`src/rtl/predrv_map.vh`:
```
// Purpose: Register offsets, field positions, reset values and timing of the pre-driver
// Assumes: 24-bit frames, 16-bit data words, six address bits
// Notes:   Definitions only
`ifndef PREDRV_MAP_VH
`define PREDRV_MAP_VH
// Operation codes
`define OP_WRITE        2'h0
`define OP_READ         2'h1
`define OP_READ_CLEAR   2'h2
`define OP_READ_IDENT   2'h3
// Register addresses
`define ADDR_CONTROL    6'h00
`define ADDR_STATUS     6'h10
`define ADDR_CONFIG     6'h3F
`define ADDR_IDENTIFICATION_HEADER  6'h00
`define ADDR_ID_VERSION 6'h01
`define ADDR_ID_CODE1   6'h02
`define ADDR_ID_CODE2   6'h03
`define ADDR_ID_FRAME   6'h3E
// Control fields
`define CTL_MODE        0
`define CTL_UVR         1
`define CTL_OVR         2
`define CTL_FWA         3
`define CTL_FWH         4
`define CTL_LS2         6
`define CTL_HS2         7
`define CTL_LS1         8
`define CTL_HS1         9
`define CTL_WMASK       16'h03DF
`define CTL_RESET       16'h0000
// Status fields
`define ST_SUPPLY_OVERVOLT_FLAG         2
`define ST_SUPPLY_UNDERVOLT_FLAG         3
`define ST_OC_LS2       6
`define ST_OC_HS2       7
`define ST_OC_LS1       8
`define ST_OC_HS1       9
`define CFG_WMASK       16'hFFF8
// Frame figures
`define FRAME_BITS      5'd24
`define STUCK_ONE       24'hFFFFFF
`define GSB_RESET       8'h81
// Arbitrary neutral identification values
`define IDENTIFICATION_HEADER_VAL   16'h0A01
`define ID_VERSION_VAL  16'h0001
`define ID_CODE1_VAL    16'h0A02
`define ID_CODE2_VAL    16'h0A03
`define ID_FRAME_VAL    16'h0001
// Settling time
`define SETTLE_US       100
`define CLOCK_MHZ       25
`endif

```
`src/rtl/predriver_ctrl.v`:
```
// Purpose: SPI control and status logic of an H-bridge gate pre-driver
// Assumes: SPI mode 0 style: sample on rising, shift on falling SCLK edge
// Notes:   All pins are sampled by the 25 MHz clock
// What this block does
// - thermal shutdown sets flag, tristates all drivers
// - drivers stay off until soft reset clears
// - supply/overcurrent flag ORs all supply faults
// - not ready keeps gates off, pump stays on
// - standby-to-active starts settling timer first
// - not-ready clears itself after timer ends
// - identification reads return fixed words
// - leg enable pair decodes, never both on
// - active low-side freewheel: low on, high off
// - active high-side freewheel: high on, low off
// - passive freewheel switches one side off
// - overvoltage latch holds outputs off if set
// - undervoltage latch holds outputs off if set
// - writing mode one enters active mode
// - clearing mode erases registers, outputs off
// - opcode selects write, read, clear, ident
// - global status byte shifts during command
// - overcurrent latches bit, switches output off
// - supply fault deactivates outputs, latches flag
`include "predrv_map.vh"
`timescale 1ns/1ps
`default_nettype none
module predriver_ctrl #(
   parameter SETTLE_CYCLES = `SETTLE_US * `CLOCK_MHZ  // Pump settling length
) (
   // Clock and reset
   input  wire       clock,
   input  wire       rst,
   // SPI pins
   input  wire       csn,
   input  wire       sclk,
   input  wire       sdi,
   output reg        sdo,
   output wire       sdo_oe,
   // Control pins
   input  wire       enable_pin,
   input  wire       pwm,
   // Analog monitor inputs
   input  wire       thermal_event,
   input  wire       undervolt_event,
   input  wire       overvolt_event,
   input  wire [3:0] overcurrent_event,
   // Gate outputs and enables
   output reg        leg1_high_gate,
   output reg        leg1_low_gate,
   output reg        leg2_high_gate,
   output reg        leg2_low_gate,
   output reg        drivers_hiz,
   output reg        charge_pump_on
);
   localparam [15:0] SETTLE_W = SETTLE_CYCLES[15:0];  // Timer load value

   // Sync of all pins except overcurrent bits 1..0
   wire [9:0] synced;
   pin_sync #(.WIDTH(10)) u_sync (
      .clock   (clock),
      .rst     (rst),
      .pin_in  ({csn, sclk, sdi, enable_pin, pwm, thermal_event, undervolt_event,
                 overvolt_event, overcurrent_event[3:2]}),
      .pin_out (synced)
   );

   wire [1:0] oc_hi_sync;   // Overcurrent bits 1..0 synced
   pin_sync #(.WIDTH(2)) u_sync_oc (
      .clock   (clock),
      .rst     (rst),
      .pin_in  (overcurrent_event[1:0]),
      .pin_out (oc_hi_sync)
   );

   wire       s_csn  = synced[9];                // Chip select
   wire       s_sclk = synced[8];                // Serial clock
   wire       s_sdi  = synced[7];                // Serial data
   wire       s_en   = synced[6];                // Enable pin
   wire       s_pwm  = synced[5];                // PWM pin
   wire       s_tsd  = synced[4];                // Over-temperature
   wire       s_uv   = synced[3];                // Supply under-voltage
   wire       s_ov   = synced[2];                // Supply over-voltage
   wire [3:0] s_oc   = {synced[1:0], oc_hi_sync}; // HS1, LS1, HS2, LS2

   // Registers
   reg [15:0] bridge_control;          // Control register
   reg [15:0] config_word;             // Configuration register
   reg        supply_overvolt_flag;    // Latched over-voltage
   reg        supply_undervolt_flag;   // Latched under-voltage
   reg [3:0]  overcurrent_flag;        // Latched overcurrent per switch
   reg        thermal_shutdown_flag;   // Latched thermal shutdown
   reg        transfer_error_flag;     // Bad frame length seen
   reg        reset_bar_flag;          // Low after reset or stuck-at-one
   reg        not_ready_flag;          // Pump not settled
   reg [15:0] settle_count;            // Settling timer
   reg        mode_prev;               // Mode last cycle
   // SPI shifter state
   reg        sclk_prev;               // Sampled clock last cycle
   reg        csn_prev;                // Sampled select last cycle
   reg [4:0]  bit_count;               // Rising edges in frame
   reg [23:0] rx_shift;                // Received bits
   reg [23:0] tx_shift;                // Bits to send
   reg        frame_loaded;            // Transmit word captured

   wire sclk_rise = s_sclk & ~sclk_prev;  // Sampled rising edge
   wire sclk_fall = ~s_sclk & sclk_prev;  // Sampled falling edge
   wire frame_end = s_csn & ~csn_prev;    // Select released

   wire supply_or_overcurrent_flag = supply_undervolt_flag | supply_overvolt_flag |
                                     (|overcurrent_flag) | s_uv | s_ov | (|s_oc);

   wire global_fault_flag = transfer_error_flag | ~reset_bar_flag | thermal_shutdown_flag |
                            supply_or_overcurrent_flag | not_ready_flag;

   wire [7:0] global_status = {global_fault_flag, transfer_error_flag, reset_bar_flag,
                               thermal_shutdown_flag, 1'b0, supply_or_overcurrent_flag,
                               1'b0, not_ready_flag};

   wire [15:0] status_word;  // Status register view
   assign status_word = {6'h00, overcurrent_flag, 2'h0, supply_undervolt_flag,
                         supply_overvolt_flag, 2'h0};

   // Register read data chosen from the first command byte
   reg [15:0] read_word;
   always @* begin
      read_word = 16'h0000;
      if (rx_shift[6:5] == `OP_READ_IDENT) begin
         case (rx_shift[4:0] == 5'h00 ? 6'h00 : {1'b0, rx_shift[4:0]})
            default: read_word = 16'h0000;
         endcase
      end

      case ({rx_shift[6:5], rx_shift[4:0], s_sdi})
         default: read_word = 16'h0000;
      endcase

      // Decode with the full address: six bits, the last one arriving now
      if (rx_shift[6:5] == `OP_READ_IDENT) begin
         case ({rx_shift[4:0], s_sdi})
            `ADDR_IDENTIFICATION_HEADER:  read_word = `IDENTIFICATION_HEADER_VAL;
            `ADDR_ID_VERSION: read_word = `ID_VERSION_VAL;
            `ADDR_ID_CODE1:   read_word = `ID_CODE1_VAL;
            `ADDR_ID_CODE2:   read_word = `ID_CODE2_VAL;
            `ADDR_ID_FRAME:   read_word = `ID_FRAME_VAL;
            default:          read_word = 16'h0000;
         endcase
      end else begin
         case ({rx_shift[4:0], s_sdi})
            `ADDR_CONTROL: read_word = bridge_control;
            `ADDR_STATUS:  read_word = status_word;
            `ADDR_CONFIG:  read_word = config_word;
            default:       read_word = 16'h0000;
         endcase
      end
   end

   // Completed frame decode
   wire [1:0]  f_op   = rx_shift[23:22];
   wire [5:0]  f_addr = rx_shift[21:16];
   wire [15:0] f_data = rx_shift[15:0];
   wire frame_ok   = frame_end & (bit_count == `FRAME_BITS);
   wire frame_bad  = frame_end & (bit_count != `FRAME_BITS) & (bit_count != 5'd0);
   wire stuck_one  = frame_ok & (rx_shift == `STUCK_ONE);
   wire do_write   = frame_ok & ~stuck_one & (f_op == `OP_WRITE);
   wire do_clear   = frame_ok & ~stuck_one & (f_op == `OP_READ_CLEAR);
   wire [15:0] next_control = (bridge_control & ~`CTL_WMASK) | (f_data & `CTL_WMASK);
   wire mode_clear = do_write & (f_addr == `ADDR_CONTROL) & ~next_control[`CTL_MODE];
   wire soft_reset = stuck_one | mode_clear;

   // SPI shifter: sample on rising, shift out on falling
   always @(posedge clock) begin
      if (rst) begin
         sclk_prev    <= 1'b0;
         csn_prev     <= 1'b1;
         bit_count    <= 5'd0;
         rx_shift     <= 24'h000000;
         tx_shift     <= 24'h000000;
         frame_loaded <= 1'b0;
         sdo          <= 1'b0;
      end else begin
         sclk_prev <= s_sclk;
         csn_prev  <= s_csn;
         if (s_csn) begin
            // Idle: prepare next frame
            bit_count    <= 5'd0;
            frame_loaded <= 1'b0;
            tx_shift     <= {global_status, 16'h0000};
            sdo          <= global_fault_flag;
         end else begin
            if (!frame_loaded)
               sdo <= global_fault_flag;  // Fault polling before first edge
            if (sclk_rise) begin
               rx_shift <= {rx_shift[22:0], s_sdi};
               if (bit_count != 5'd31)
                  bit_count <= bit_count + 5'd1;
               if (bit_count == 5'd0) begin
                  tx_shift     <= {global_status, 16'h0000};
                  sdo          <= global_status[7];
                  frame_loaded <= 1'b1;
               end else if (bit_count == 5'd7) begin
                  tx_shift[22:7] <= read_word;  // Data half after the address
               end
            end else if (sclk_fall && frame_loaded) begin
               tx_shift <= {tx_shift[22:0], 1'b0};
               sdo      <= tx_shift[22];
            end
         end
      end
   end
   assign sdo_oe = ~s_csn;

   // Registers, flags and timer
   always @(posedge clock) begin
      if (rst) begin
         bridge_control        <= `CTL_RESET;
         config_word           <= 16'h0000;
         supply_overvolt_flag  <= 1'b0;
         supply_undervolt_flag <= 1'b0;
         overcurrent_flag      <= 4'h0;
         thermal_shutdown_flag <= 1'b0;
         transfer_error_flag   <= 1'b0;
         reset_bar_flag        <= 1'b0;
         not_ready_flag        <= 1'b1;
         settle_count          <= 16'h0000;
         mode_prev             <= 1'b0;
      end else begin
         mode_prev <= bridge_control[`CTL_MODE];

         // Transfer error, sticky until a good frame
         if (frame_bad)
            transfer_error_flag <= 1'b1;
         else if (frame_ok)
            transfer_error_flag <= 1'b0;
         if (soft_reset) begin
            bridge_control        <= `CTL_RESET;
            config_word           <= 16'h0000;
            supply_overvolt_flag  <= s_ov;                         // Set wins
            supply_undervolt_flag <= s_uv;
            overcurrent_flag      <= s_oc;
            thermal_shutdown_flag <= s_tsd;
            reset_bar_flag        <= ~stuck_one;
         end else begin
            if (do_write && f_addr == `ADDR_CONTROL) begin
               bridge_control <= next_control;
               reset_bar_flag <= 1'b1;
            end
            if (do_write && f_addr == `ADDR_CONFIG)
               config_word <= f_data & `CFG_WMASK;

            // Hardware set wins over read-and-clear
            if (do_clear && f_addr == `ADDR_STATUS) begin
               supply_overvolt_flag  <= s_ov;
               supply_undervolt_flag <= s_uv;
               overcurrent_flag      <= s_oc;
            end else begin
               supply_overvolt_flag  <= supply_overvolt_flag | s_ov;
               supply_undervolt_flag <= supply_undervolt_flag | s_uv;
               overcurrent_flag      <= overcurrent_flag | s_oc;
            end
            thermal_shutdown_flag <= thermal_shutdown_flag | s_tsd;
         end

         // Settling timer started on each entry to active mode
         if (!bridge_control[`CTL_MODE] || soft_reset) begin
            not_ready_flag <= 1'b1;
            settle_count   <= 16'h0000;
         end else if (!mode_prev) begin
            not_ready_flag <= 1'b1;
            settle_count   <= SETTLE_W;
         end else if (settle_count > 16'h0001) begin
            settle_count <= settle_count - 16'h0001;
         end else begin
            settle_count   <= 16'h0000;
            not_ready_flag <= 1'b0;
         end
      end
   end

   // Output gating and freewheel decode
   wire uv_block = supply_undervolt_flag & (s_uv | bridge_control[`CTL_UVR]);
   wire ov_block = supply_overvolt_flag & (s_ov | bridge_control[`CTL_OVR]);
   wire run_ok   = bridge_control[`CTL_MODE] & ~not_ready_flag & ~thermal_shutdown_flag &
                   ~uv_block & ~ov_block & ~s_uv & ~s_ov & reset_bar_flag & s_en;

   wire freewheel_active_select = bridge_control[`CTL_FWA];
   wire freewheel_high_select = bridge_control[`CTL_FWH];

   reg  [1:0] high_on;  // Per leg high gate request
   reg  [1:0] low_on;   // Per leg low gate request
   integer leg;
   always @* begin
      high_on = 2'b00;
      low_on  = 2'b00;
      for (leg = 0; leg < 2; leg = leg + 1) begin
         // Leg pair: bit 2*leg+7 high, 2*leg+6 low; both set means off
         high_on[leg] = bridge_control[`CTL_HS2 + 2*leg] &
                        ~bridge_control[`CTL_LS2 + 2*leg];
         low_on[leg]  = bridge_control[`CTL_LS2 + 2*leg] &
                        ~bridge_control[`CTL_HS2 + 2*leg];
         if (!s_pwm) begin
            if (freewheel_active_select && !freewheel_high_select) begin
               high_on[leg] = 1'b0;
               low_on[leg]  = high_on[leg] | low_on[leg] |
                              bridge_control[`CTL_HS2 + 2*leg] ^
                              bridge_control[`CTL_LS2 + 2*leg];
            end else if (freewheel_active_select && freewheel_high_select) begin
               low_on[leg]  = 1'b0;
               high_on[leg] = bridge_control[`CTL_HS2 + 2*leg] ^
                              bridge_control[`CTL_LS2 + 2*leg];
            end else if (!freewheel_high_select) begin
               high_on[leg] = 1'b0;
            end else begin
               low_on[leg]  = 1'b0;
            end
         end
      end
   end

   // Registered gate drives
   always @(posedge clock) begin
      if (rst) begin
         leg1_high_gate <= 1'b0;
         leg1_low_gate  <= 1'b0;
         leg2_high_gate <= 1'b0;
         leg2_low_gate  <= 1'b0;
         drivers_hiz    <= 1'b1;
         charge_pump_on <= 1'b0;
      end else begin
         leg1_high_gate <= run_ok & high_on[1] & ~overcurrent_flag[3] & ~s_oc[3];
         leg1_low_gate  <= run_ok & low_on[1]  & ~overcurrent_flag[2] & ~s_oc[2];
         leg2_high_gate <= run_ok & high_on[0] & ~overcurrent_flag[1] & ~s_oc[1];
         leg2_low_gate  <= run_ok & low_on[0]  & ~overcurrent_flag[0] & ~s_oc[0];
         drivers_hiz    <= thermal_shutdown_flag | s_tsd;
         charge_pump_on <= bridge_control[`CTL_MODE] & ~thermal_shutdown_flag &
                           ~s_tsd & reset_bar_flag;
      end
   end
endmodule // predriver_ctrl
`default_nettype wire

```
`src/rtl/pin_sync.v`:
```
// Purpose: Two-stage synchroniser for a bus of pin inputs
// Assumes: Inputs asynchronous to clock
// Notes:   First stage is read only by the second
`timescale 1ns/1ps
`default_nettype none
module pin_sync #(
   parameter WIDTH = 1  // Number of pins
) (
   // Clock and reset
   input  wire             clock,
   input  wire             rst,
   // Pins
   input  wire [WIDTH-1:0] pin_in,
   output reg  [WIDTH-1:0] pin_out
);
   reg [WIDTH-1:0] stage1;  // First stage, metastable
   // Double register
   always @(posedge clock) begin
      if (rst) begin
         stage1  <= {WIDTH{1'b0}};
         pin_out <= {WIDTH{1'b0}};
      end else begin
         stage1  <= pin_in;
         pin_out <= stage1;
      end
   end
endmodule // pin_sync
`default_nettype wire

```
`config.mk`:
```
export PLATFORM = sky130hd
export DESIGN_NAME = predriver_ctrl
export DESIGN_NICKNAME = d
export VERILOG_FILES = /design/src/rtl/predriver_ctrl.v /design/src/rtl/pin_sync.v
export VERILOG_INCLUDE_DIRS = /design/src /design/src/rtl
export SDC_FILE = /design/constraint.sdc
export NUM_CORES = 1
export LEC_CHECK = 0
export BUFFER_PORTS_ARGS = -buffer_cell sky130_fd_sc_hd__buf_4
export CAP_MARGIN = 20
export CORE_MARGIN = 1.5
export CORE_UTILIZATION = 33
export DETAILED_ROUTE_END_ITERATION = 8
export GPL_TIMING_DRIVEN = 0
export HOLD_SLACK_MARGIN = 0.06
export SLEW_MARGIN = 25
export SYNTH_ARGS = -nofsm -noshare
export SYNTH_HDL_FRONTEND = slang
export SYNTH_HIERARCHICAL = 1
export SYNTH_SLANG_ARGS = --single-unit
```
`constraint.sdc`:
```
create_clock -name clock -period 2.1 [get_ports clock]
set_clock_uncertainty 0.05 [all_clocks]
set_input_delay 0.21 -clock clock [delete_from_list [all_inputs] [get_ports clock]]
set_output_delay 0.21 -clock clock [all_outputs]
set_load 0.01 [all_outputs]
```
After elaboration in Yosys (flattened, before gate mapping)
Index checks and enable logic that the tools add are counted.
Word-level totals
  bits in registers: 142
  input bits: 14
  output and inout bits: 8
  word-level logic and storage cells: 217
Operators by class
  $add $sub $neg: 2
  order comparisons: 1
  eq/ne operators: 18
  muxes and demuxes: 43
  bitwise gates (word level): 90
  reductions and logical operators: 32
Operators by type and width (number)
  two-way mux 23 bit: 3
  two-way mux 16 bit: 3
  case mux 12 bit (4 select lines): 1
  case mux 16 bit (3 select lines): 1
  bitwise AND 1 bit: 41
  two-way mux 1 bit: 30
  inverter 1 bit: 28
  == test 24 bit (second input constant): 1
  two-way mux 12 bit: 2
  == test 6 bit (second input constant): 3
  bitwise OR 1 bit: 17
  > comparator 16 x 1 -> 1 bit (second input constant): 1
  bitwise OR 16 x 10 -> 16 bit: 1
  subtractor 16 x 1 -> 16 bit (second input constant): 1
  == test 6 x 2 -> 1 bit (second input constant): 2
  == test 6 x 5 -> 1 bit (second input constant): 2
  zero test 6 bit: 2
  AND reduction 2 bit: 6
  OR reduction 4 bit: 3
  inequality test 5 bit (second input constant): 2
  two-way mux 4 bit: 2
  OR reduction 2 bit: 4
  two-way mux 7 bit: 1
  == test 6 x 1 -> 1 bit (second input constant): 1
  18 further kinds: 28

Longest topological paths before layout
Gate-level depths: netlist (run 1).
  word-level depth: 12
  depth in mapped cells: 9
  depth with buffers taken out: 7

Cells and area by module
The synthesis (run 1) kept the hierarchy.
Modules (own cells, without submodules)
  predriver_ctrl: instances 1, cells an instance 570, area each 4659.5 um2, sequential area each 2082.0 um2
  pin_sync (u_sync): instances 1, cells an instance 42, area each 618.1 um2, sequential area each 400.4 um2
  pin_sync (u_sync_oc): instances 1, cells an instance 8, area each 105.1 um2, sequential area each 80.1 um2

Worst setup path after synthesis (run 1)
No wires, ideal clock.
  path kind: register to register
  start: reg bit_count[0]
  end: reg not_ready_flag
  library setup time: 0.120 ns
  data arrival time: 1.699 ns
  data required time: 1.930 ns
  slack: 0.231 ns
  cell stages (with the launch flop): 9
  buffers on the path: 1
  clock period less this slack: 1.869 ns
  cells stage by stage: dfxtp_1 inv_1 ha_1 nor4bb_4 and3_1 buf_4 a31oi_1 nand2_1 a211o_1
Between the ends
  cells in the longest elaborated chain, start to end: 11
RTL lines
  from (decl): line predriver_ctrl.v:100  | reg [4:0] bit_count;
  from (signal assigned): line predriver_ctrl.v:195  | bit_count <= bit_count + 5'd1;
  == test 5 bit (no line) (*)
  bitwise AND 1 bit (*): line predriver_ctrl.v:161  | wire frame_ok = frame_end & (bit_count == `FRAME_BITS);
  bitwise AND 1 bit: line predriver_ctrl.v:163  | wire stuck_one = frame_ok & (rx_shift == `STUCK_ONE);
  inverter 1 bit: line predriver_ctrl.v:164  | wire do_write = frame_ok & ~stuck_one & (f_op == `OP_WRITE);
  bitwise AND 1 bit (2 in a row): line predriver_ctrl.v:164
  bitwise AND 1 bit (2 in a row): line predriver_ctrl.v:167  | wire mode_clear = do_write & (f_addr == `ADDR_CONTROL) & ~next_control[`CTL_MODE];
  bitwise OR 1 bit (*): line predriver_ctrl.v:168  | wire soft_reset = stuck_one | mode_clear;
  logical OR 1 bit (*): line predriver_ctrl.v:264  | if (!bridge_control[`CTL_MODE] || soft_reset) begin
  OR reduction 3 bit (no line) (*)
  to (signal assigned): line predriver_ctrl.v:265  | not_ready_flag <= 1'b1;
  to (signal assigned): line predriver_ctrl.v:268  | not_ready_flag <= 1'b1;
  to (signal assigned): line predriver_ctrl.v:274  | not_ready_flag <= 1'b0;
  to (decl): line predriver_ctrl.v:94  | reg not_ready_flag;
Mark *: on every way between the ends. The rest lies on a longest branch, timed or not.
A chain may end at the register's enable or synchronous reset.

Worst setup path in the final report (run 1)
  start: reg u_sync.pin_out[9]
  end: reg bridge_control[8]
Between the ends
  cells in the longest elaborated chain, start to end: 10
  elaborated cells on any way between the ends: 11
  classes of those cells: bitwise (9); reduce/logical (2)
RTL lines
  from (decl): line pin_sync.v:14  | output reg [WIDTH-1:0] pin_out
  from (signal assigned): line pin_sync.v:21  | pin_out <= {WIDTH{1'b0}};
  from (signal assigned): line pin_sync.v:24  | pin_out <= stage1;
  bitwise AND 1 bit (*): line predriver_ctrl.v:107  | wire frame_end = s_csn & ~csn_prev;
  bitwise AND 1 bit (*): line predriver_ctrl.v:161
  bitwise AND 1 bit: line predriver_ctrl.v:163
  inverter 1 bit: line predriver_ctrl.v:164
  bitwise AND 1 bit (2 in a row): line predriver_ctrl.v:164
  bitwise AND 1 bit (2 in a row): line predriver_ctrl.v:167
  bitwise OR 1 bit: line predriver_ctrl.v:168
  OR reduction 2 bit (no line)
  to (signal assigned): line predriver_ctrl.v:215  | bridge_control <= `CTL_RESET;
  to (signal assigned): line predriver_ctrl.v:235  | bridge_control <= `CTL_RESET;
  to (signal assigned): line predriver_ctrl.v:244  | bridge_control <= next_control;
  to (decl): line predriver_ctrl.v:86  | reg [15:0] bridge_control;
Marks and branches as above.

==> impl_results.rst, run 1 <==
.. list-table::
   :header-rows: 1

   * - Metric
     - Value
   * - Result of the run
     - complete, no violations
   * - Wire length of the first global-routing pass
     - 21.2 mm
   * - Average detailed-routed wire length per instance
     - 14.4 um
   * - DR DRC count
     - 0
   * - Diodes inserted
     - 0
   * - Highest fanout seen on the critical path
     - 7
   * - Worst hold path class
     - primary input to flop
   * - Clock sinks
     - 128
   * - Deepest level of the CTS H-tree
     - 4
   * - Hold violation count in the final report
     - 0
   * - Arrival time of data at the critical path endpoint
     - 2.28 ns
   * - Power share of the combinational group
     - 4.7%
   * - Starting density of the core
     - 33.9%
   * - Crit share post-route
     - 96.1%
   * - Setup-violating endpoint count in the final report
     - 0
   * - Syn_nets
     - 643
   * - Startpoint types
     - flop
   * - Endpoint class of the critical path
     - flop
   * - Logic depth of the worst setup path including buffers
     - 7
   * - Proportion of synthesized chip area in sequential cells
     - 47.6%
   * - Die ar.
     - 0.0171 mm2
   * - Sum of routed wire segments on met1
     - 5.88 mm
   * - Fraction of power spent switching nets
     - 24.2%
   * - Cell depth of the worst flop-to-flop path
     - 7
   * - Post-synthesis adder-cell area fraction
     - 2.09%
   * - Post-route antenna net violation count
     - 0
   * - Minimum clock period
     - 2.02 ns
   * - Total number of nets in the final design
     - 700
   * - Number of fill cells in the layout
     - 1597
   * - CORE AREA
     - 0.0159 mm2
   * - Leak Pwr
     - 2.44 nW
   * - Most common library cell in the layout ignoring fill and taps
     - sky130_fd_sc_hd__dfxtp_1
   * - Top Ports
     - 22
   * - Post-Synth Simple-Gate Area
     - 25.2%
   * - Post-synthesis cell type count
     - 58
   * - Top FF cell, synth
     - sky130_fd_sc_hd__dfxtp_1
   * - Post-Route Setup TNS
     - 0 ns
   * - Highest routed metal layer
     - met4
   * - Required time worst endpoint
     - 2.36 ns
   * - Power density over the cells
     - 831 mW/mm2
   * - Port buffer count
     - 21
   * - Via count of the first global-routing pass
     - 4362
   * - Clock transition at path regs
     - 0.06 ns
   * - Seq. cell area
     - 0.00256 mm2
   * - Starting DRC count in detailed routing
     - 315
   * - Top library cells by usage in the layout, fill and taps aside
     - 127 x sky130_fd_sc_hd__dfxtp_1, 100 x sky130_fd_sc_hd__nand2_1, 71 x sky130_fd_sc_hd__a21oi_1, 65 x sky130_fd_sc_hd__nor2_1, 26 x sky130_fd_sc_hd__buf_4
   * - Post-synthesis cell area
     - 0.00538 mm2
   * - Via count normalized by instance count
     - 5.01
   * - Clk network pwr share
     - 49.3%
   * - Maximum number of pins on one net before global-route repair
     - 17
   * - Detail Route met3 WL
     - 682 um
   * - Critical Path Sink
     - bridge_control[8]
   * - Switching pwr
     - 0.00133 W
   * - Worst reg2reg path startpoint
     - u_sync/pin_out[9]
   * - Largest buffer count on any clock path
     - 2
   * - Internal
     - 0.00416 W
   * - Detailed placer's ending HPWL
     - 9.24 mm
   * - Number of search-and-repair iterations in the first detailed-routing pass
     - 5
   * - Count of flip-flops with a built-in enable after synthesis
     - 0
   * - Register-to-register setup slack
     - 0.08 ns
   * - Actual transition at the worst max-transition pin
     - 0.745 ns
   * - Grt ovf
     - 0
   * - Floorplan row count
     - 46
   * - Number of max-capacitance violations reported
     - 0
   * - Hold slack
     - 0.134 ns
   * - Worst-skew pair later-pin latency
     - 0.42 ns
   * - Cell breakdown of the critical path
     - nor4bb_4, and3_1, buf_6, and4b_2, buf_6, mux2i_2, nor2_1
   * - Longest individual stage delay on the worst path
     - 0.45 ns
   * - Main combinational cell family by area after synthesis
     - simple AND/OR/NAND/NOR gates
   * - Worst supply voltage drop on vdd
     - 621 uV
   * - Area fraction in compound gates after synthesis
     - 15.8%
   * - Critical path buffer and inverter count
     - 2
   * - Unrepaired setup endpoints after global routing
     - true
   * - Cell repeated most along the worst path
     - sky130_fd_sc_hd__buf_6
   * - Routability cong.
     - 0.836
   * - Final core utilization
     - 41.6%
   * - Overall Global Routing Usage
     - 16.2%
   * - Vias post-DR
     - 4540
   * - Multiplexer share of the synthesized area
     - 1.86%
   * - Final wirelength
     - 13.0 mm
   * - Area share of xor/xnor cells in the synthesized design
     - 2.60%
   * - Post-Syn Area per Cell
     - 8.68 um2
   * - Delay-heaviest family, CP
     - simple AND/OR/NAND/NOR gates
   * - Total number of yosys warnings
     - 6
   * - DIE HEIGHT
     - 131 um
   * - Async set or reset register ratio after synthesis
     - 0%
   * - Fraction of layout instances using a drive strength above 1
     - 16.8%
   * - Kind of critical path
     - flop to flop
   * - Power share of the sequential group
     - 46.0%
   * - Number of synthesized register bits
     - 128
   * - Slowest-stage cell, CP
     - sky130_fd_sc_hd__dfxtp_1
   * - Startpoint of the most critical setup path
     - u_sync/pin_out[9]
   * - Max-Slew Margin vs Limit
     - 50.3%
   * - Layout overhead on the synthesized area
     - 22.6%
   * - Total CTS buffers
     - 17
   * - Die W
     - 131 um
   * - Number of pins exceeding their max-slew limit in the final report
     - 0
   * - Area occupied by multi-input gates
     - 0.00263 mm2
   * - Max Clk Rate
     - 0.496 GHz
   * - Cells after synthesis
     - 620
   * - Met2 wirelength from detailed routing
     - 6.17 mm
   * - Clock tree from TritonCTS
     - yes
   * - Endpoint of the worst register-to-register path
     - bridge_control[8]
   * - Initial antenna violation count
     - 0
   * - Library cell used as clock root buffer
     - sky130_fd_sc_hd__clkbuf_16
==> logic make-up after synthesis <==
kind of cell | count (synthesis)
adder cells (fa/ha/maj) | 9
XOR/XNOR | 16
AND/OR/NAND/NOR | 267
multiplexers | 10
AO/OA/AOI/OAI | 135
flip-flops | 128
buffers and inverters | 55
==> synth_stat cells, types with 8 or more instances <==
cell | number | area, um2
sky130_fd_sc_hd__dfxtp_1 | 128 | 2560
sky130_fd_sc_hd__nand2_1 | 102 | 383
sky130_fd_sc_hd__a21oi_1 | 71 | 355
sky130_fd_sc_hd__nor2_1 | 66 | 248
sky130_fd_sc_hd__inv_1 | 23 | 86.3
sky130_fd_sc_hd__clkbuf_1 | 16 | 60.1
sky130_fd_sc_hd__nor2b_2 | 16 | 140
sky130_fd_sc_hd__o21ai_0 | 14 | 70.1
sky130_fd_sc_hd__nor3_1 | 12 | 60.1
sky130_fd_sc_hd__nand3_1 | 11 | 55.1
sky130_fd_sc_hd__mux2i_1 | 10 | 100
sky130_fd_sc_hd__nand4_1 | 10 | 62.6
sky130_fd_sc_hd__ha_1 | 9 | 113
sky130_fd_sc_hd__xor2_1 | 9 | 78.8
sky130_fd_sc_hd__nor2b_1 | 8 | 50.1
sky130_fd_sc_hd__nor4_1 | 8 | 50.1
==> how the worst min path moves through the flow <==
stage / from / to / slack [ns] / depth (start not counted)
6_report: rst / u_sync/pin_out[5] / 0.13 / 3
2_1_floorplan: rst / u_sync_oc/pin_out[0] / 0.23 / 1
3_5_place_dp: u_sync/stage1[0] / u_sync/pin_out[0] / 0.38 / 1
3_3_place_gp: u_sync_oc/stage1[1] / u_sync_oc/pin_out[1] / 0.37 / 1
4_1_cts: rst / u_sync/pin_out[5] / 0.13 / 3
5_1_grt: rst / u_sync/pin_out[5] / 0.14 / 3
==> area by class of cell <==
type | instances | share of cell area, %
Multi-Input combinational cell | 437 | 39.8
Sequential cell | 128 | 38.8
Clock buffer | 19 | 6.71
Timing Repair Buffer | 39 | 4.97
Tap cell | 216 | 4.09
Buffer | 30 | 2.67
Clock inverter | 13 | 1.59
Inverter | 24 | 1.36
==> layer usage <==
layer  track usage (%)  up-vias
met3              3.95       22
met2              27.0      119
met1              19.8     2132
li1                  -     2267
met5                 0        -
met4              7.50        0
==> worst register-to-register path, delay by kind of cell (launching register included) <==
kind,cells,cell delay [ns]
simple gates,4,0.89
mux,1,0.22
buf+inv,2,0.29
flops,1,0.45
==> power by group through the flow <==
stage	Combinational [W]	Sequential, W	Clock, W
after global routing	0.000283	0.00253	0.00288
after detailed placement	0.000227	0.00257	0
after CTS	0.000253	0.00252	0.00274
final	0.000259	0.00252	0.00271
after global placement	0.000221	0.00257	0
after floorplan	0.000157	0.00256	0
==> repair_timing <==
item | CTS | global route
gates resized for setup | 3 | 17
setup buffers | 1 | 1
cloned | 0 | 1
hold endpoints to repair | 14 | 0
pin swaps | 1 | 0
setup endpoints to repair | 20 | 44
hold buffers | 15 | 0
==> flip-flops by register name (all words and copies together) (netlist names), 5 cells and up <==
register	cells
bridge_control	9
tx_shift	16
settle_count	16
bit_count	5
rx_shift	24
config_word	13
u_sync/pin_out	10
u_sync/stage1	10
==> stage by stage <==
step	setup slack [ns]	power [W]	cell area, um2	cells
after floorplan	0.231	0.00272	5380	620
after global placement	0.0265	0.00279	5810	857
after detailed placement	-0.0215	0.00280	5810	857
after CTS	0.0469	0.00551	6520	904
after global routing	-0.0174	0.00568	6600	906
final	0.0821	0.00549	6600	906
(Power assumes the default switching activity.)
==> run 2: changes to the inputs <==
- CORE_ASPECT_RATIO: not set -> 1.4
==> run 2 against run 1 <==
  * Die area is essentially flat
  * Core utilization fell by 0.92 points
  * Combinational power is essentially flat
  * Sequential share of layout area grew 0.51 points
  * Fmax up 0.73%
  * Via count rose by 0.64%
  * Worst setup slack better by 0.015 ns
  * Worst hold slack better by 0.020 ns
  * Largest cell class unchanged
  * Largest power group unchanged
==> impl_results.rst, run 2 (same netlist as run 1, synthesis figures left out) <==
.. list-table::
   :header-rows: 1

   * - Metric
     - Value
   * - Deepest level of the CTS H-tree
     - 4
   * - Maximum number of pins on one net before global-route repair
     - 17
   * - Clock tree from TritonCTS
     - yes
   * - Area occupied by multi-input gates
     - 0.00259 mm2
   * - Floorplan row count
     - 55
   * - Initial antenna violation count
     - 0
   * - Worst supply voltage drop on vdd
     - 527 uV
   * - Hold violation count in the final report
     - 0
   * - Via count of the first global-routing pass
     - 4351
   * - Min-Delay Endpoint
     - u_sync/pin_out[5]
   * - Flip-flop count of the largest register after layout
     - 24
   * - Actual transition at the worst max-transition pin
     - 0.644 ns
   * - Leak Pwr
     - 2.42 nW
   * - Worst-skew pair later-pin latency
     - 0.41 ns
   * - DIE HEIGHT
     - 154 um
   * - Number of fill cells in the layout
     - 1591
   * - Routability cong.
     - 0.872
   * - Post-route worst setup slack
     - 0.0967 ns
   * - Slowest-stage cell, CP
     - sky130_fd_sc_hd__dfxtp_2
   * - Number of max-capacitance violations reported
     - 0
   * - Average detailed-routed wire length per instance
     - 14.9 um
   * - Total CTS buffers
     - 17
   * - Endpoint of the worst register-to-register path
     - bridge_control[2]
   * - Cell depth of the worst flop-to-flop path
     - 9
   * - Total number of nets in the final design
     - 700
   * - Power share of the combinational group
     - 4.7%
   * - Post-route antenna net violation count
     - 0
   * - Vias post-DR
     - 4569
   * - Seq. cell area
     - 0.00256 mm2
   * - Detailed placer's ending HPWL
     - 9.68 mm
   * - Layout overhead on the synthesized area
     - 21.1%
   * - Die W
     - 111 um
   * - Crit share post-route
     - 95.4%
   * - Library cell used as clock root buffer
     - sky130_fd_sc_hd__clkbuf_16
   * - Number of pins exceeding their max-slew limit in the final report
     - 0
   * - Power density over the cells
     - 829 mW/mm2
   * - CORE AREA
     - 0.0160 mm2
   * - Overall Global Routing Usage
     - 15.6%
   * - Result of the run
     - complete, no violations
   * - Power share of the sequential group
     - 46.7%
   * - Worst hold path depth
     - 3
   * - Number of search-and-repair iterations in the first detailed-routing pass
     - 6
   * - Minimum clock period
     - 2.00 ns
   * - Kind of critical path
     - flop to flop
   * - Fraction of layout instances using a drive strength above 1
     - 15.7%
   * - Port buffer count
     - 21
   * - Clk network pwr share
     - 48.5%
   * - Arrival time of data at the critical path endpoint
     - 2.26 ns
   * - Starting density of the core
     - 33.6%
   * - Register-to-register setup slack
     - 0.1 ns
   * - Switching pwr
     - 0.00121 W
   * - Top Ports
     - 22
   * - Via count normalized by instance count
     - 5.16
   * - Max-Slew Margin vs Limit
     - 57.1%
   * - Starting DRC count in detailed routing
     - 329
   * - Startpoint types
     - flop
   * - Wire length of the first global-routing pass
     - 21.2 mm
   * - Setup-violating endpoint count in the final report
     - 0
   * - Die ar.
     - 0.0171 mm2
   * - Worst reg2reg path startpoint
     - bit_count[0]
   * - Regs by FF count
     - rx_shift: 24 flops, settle_count: 16 flops, tx_shift: 16 flops
   * - Register with the most flip-flops
     - rx_shift
   * - Hold slack
     - 0.155 ns
   * - DR DRC count
     - 0
   * - Max Clk Rate
     - 0.499 GHz
   * - Required time worst endpoint
     - 2.35 ns
   * - Final core utilization
     - 40.6%
   * - Most common library cell in the layout ignoring fill and taps
     - sky130_fd_sc_hd__dfxtp_1
   * - Endpoint class of the critical path
     - flop
   * - Final wirelength
     - 13.2 mm
   * - Highest fanout seen on the critical path
     - 7
   * - Worst setup slack before clock tree synthesis
     - -0.00752 ns
   * - Fraction of power spent switching nets
     - 22.4%
   * - Worst hold path class
     - primary input to flop
   * - Longest individual stage delay on the worst path
     - 0.34 ns
   * - Diodes inserted
     - 0
   * - Top library cells by usage in the layout, fill and taps aside
     - 127 x sky130_fd_sc_hd__dfxtp_1, 101 x sky130_fd_sc_hd__nand2_1, 71 x sky130_fd_sc_hd__a21oi_1, 65 x sky130_fd_sc_hd__nor2_1, 25 x sky130_fd_sc_hd__buf_4
   * - Largest buffer count on any clock path
     - 2
   * - Start point of the worst hold path
     - rst
   * - Internal
     - 0.00420 W
   * - Clock sinks
     - 128
   * - Cell breakdown of the critical path
     - inv_1, ha_2, nor4bb_4, and3_1, buf_4, and4b_2, clkbuf_4, mux2i_1, nor2_1
   * - Clock transition at path regs
     - 0.06 ns
   * - Grt ovf
     - 0
[run 2: cell count changes in the layout (fill, tap and decap cells not counted), moves of 2 or more]
| cell | change |
|---|---|
| sky130_fd_sc_hd__clkbuf_2 | +2 |
| sky130_fd_sc_hd__inv_6 | -4 |
| sky130_fd_sc_hd__clkbuf_4 | +2 |
| sky130_fd_sc_hd__clkinv_2 | +3 |
[run 2: worst max-delay path by stage]
stage	from	end	slack [ns]	depth (start not counted)
6_report	bit_count[0]	bridge_control[2]	0.1	9
5_1_grt	bit_count[0]	bridge_control[4]	-0.007	9
4_1_cts	bit_count[0]	not_ready_flag	0.02	8
3_5_place_dp	bit_count[0]	bridge_control[7]	-0.008	9
3_3_place_gp	bit_count[0]	bridge_control[9]	0.07	9
2_1_floorplan	bit_count[0]	not_ready_flag	0.23	8
[run 2: worst max-delay path, delay by kind of cell (launching register included)]
kind | cells | cell delay (ns)
and+or+nand+nor | 4 | 0.71
buffers and inverters | 3 | 0.41
DFF | 1 | 0.34
adders and majority gates | 1 | 0.19
muxes | 1 | 0.19
[run 2: power groups by stage]
stage	registers, W	logic (W)	clock network [W]
global route	0.00253	0.000281	0.00279
floorplan	0.00256	0.000157	0
CTS	0.00252	0.000251	0.00268
finish	0.00252	0.000256	0.00262
detailed placement	0.00257	0.000226	0
global placement	0.00257	0.000219	0
[run 2: layer usage]
| layer | vias up | track usage (%) | part of all wire, % |
|---|---|---|---|
| met4 | 0 | 7.02 | 3.1 |
| met1 | 2154 | 16.6 | 40 |
| li1 | 2255 | - | - |
| met5 | - | 0 | 0 |
| met2 | 132 | 28.6 | 53 |
| met3 | 28 | 3.94 | 4.3 |
[run 2: through the flow]
step	instances	power [W]	cell area [um2]	setup TNS, ns
after floorplan	620	0.00272	5380	0
after global placement	840	0.00279	5790	0
after detailed placement	840	0.00280	5790	-0.0300
after CTS	884	0.00545	6470	0
after global routing	886	0.00560	6520	-0.0127
final	886	0.00540	6520	0
[run 2: layout make-up]
cell class,count,area share [%]
well taps,199,3.82
repair buffers,38,4.95
flip-flops and latches,128,39.3
multi-input cells,437,39.7
plain buffers,31,2.75
clock inverters,11,1.48
clock buffers,18,6.59
inverters,24,1.38
[run 2: repair_timing]
item	in CTS	in global routing
gates cloned	0	1
pin swaps	0	2
hold endpoints to repair	14	0
setup buffers	0	1
hold buffers	15	0
gates resized for setup	1	17
endpoints found under the setup margin	15	53
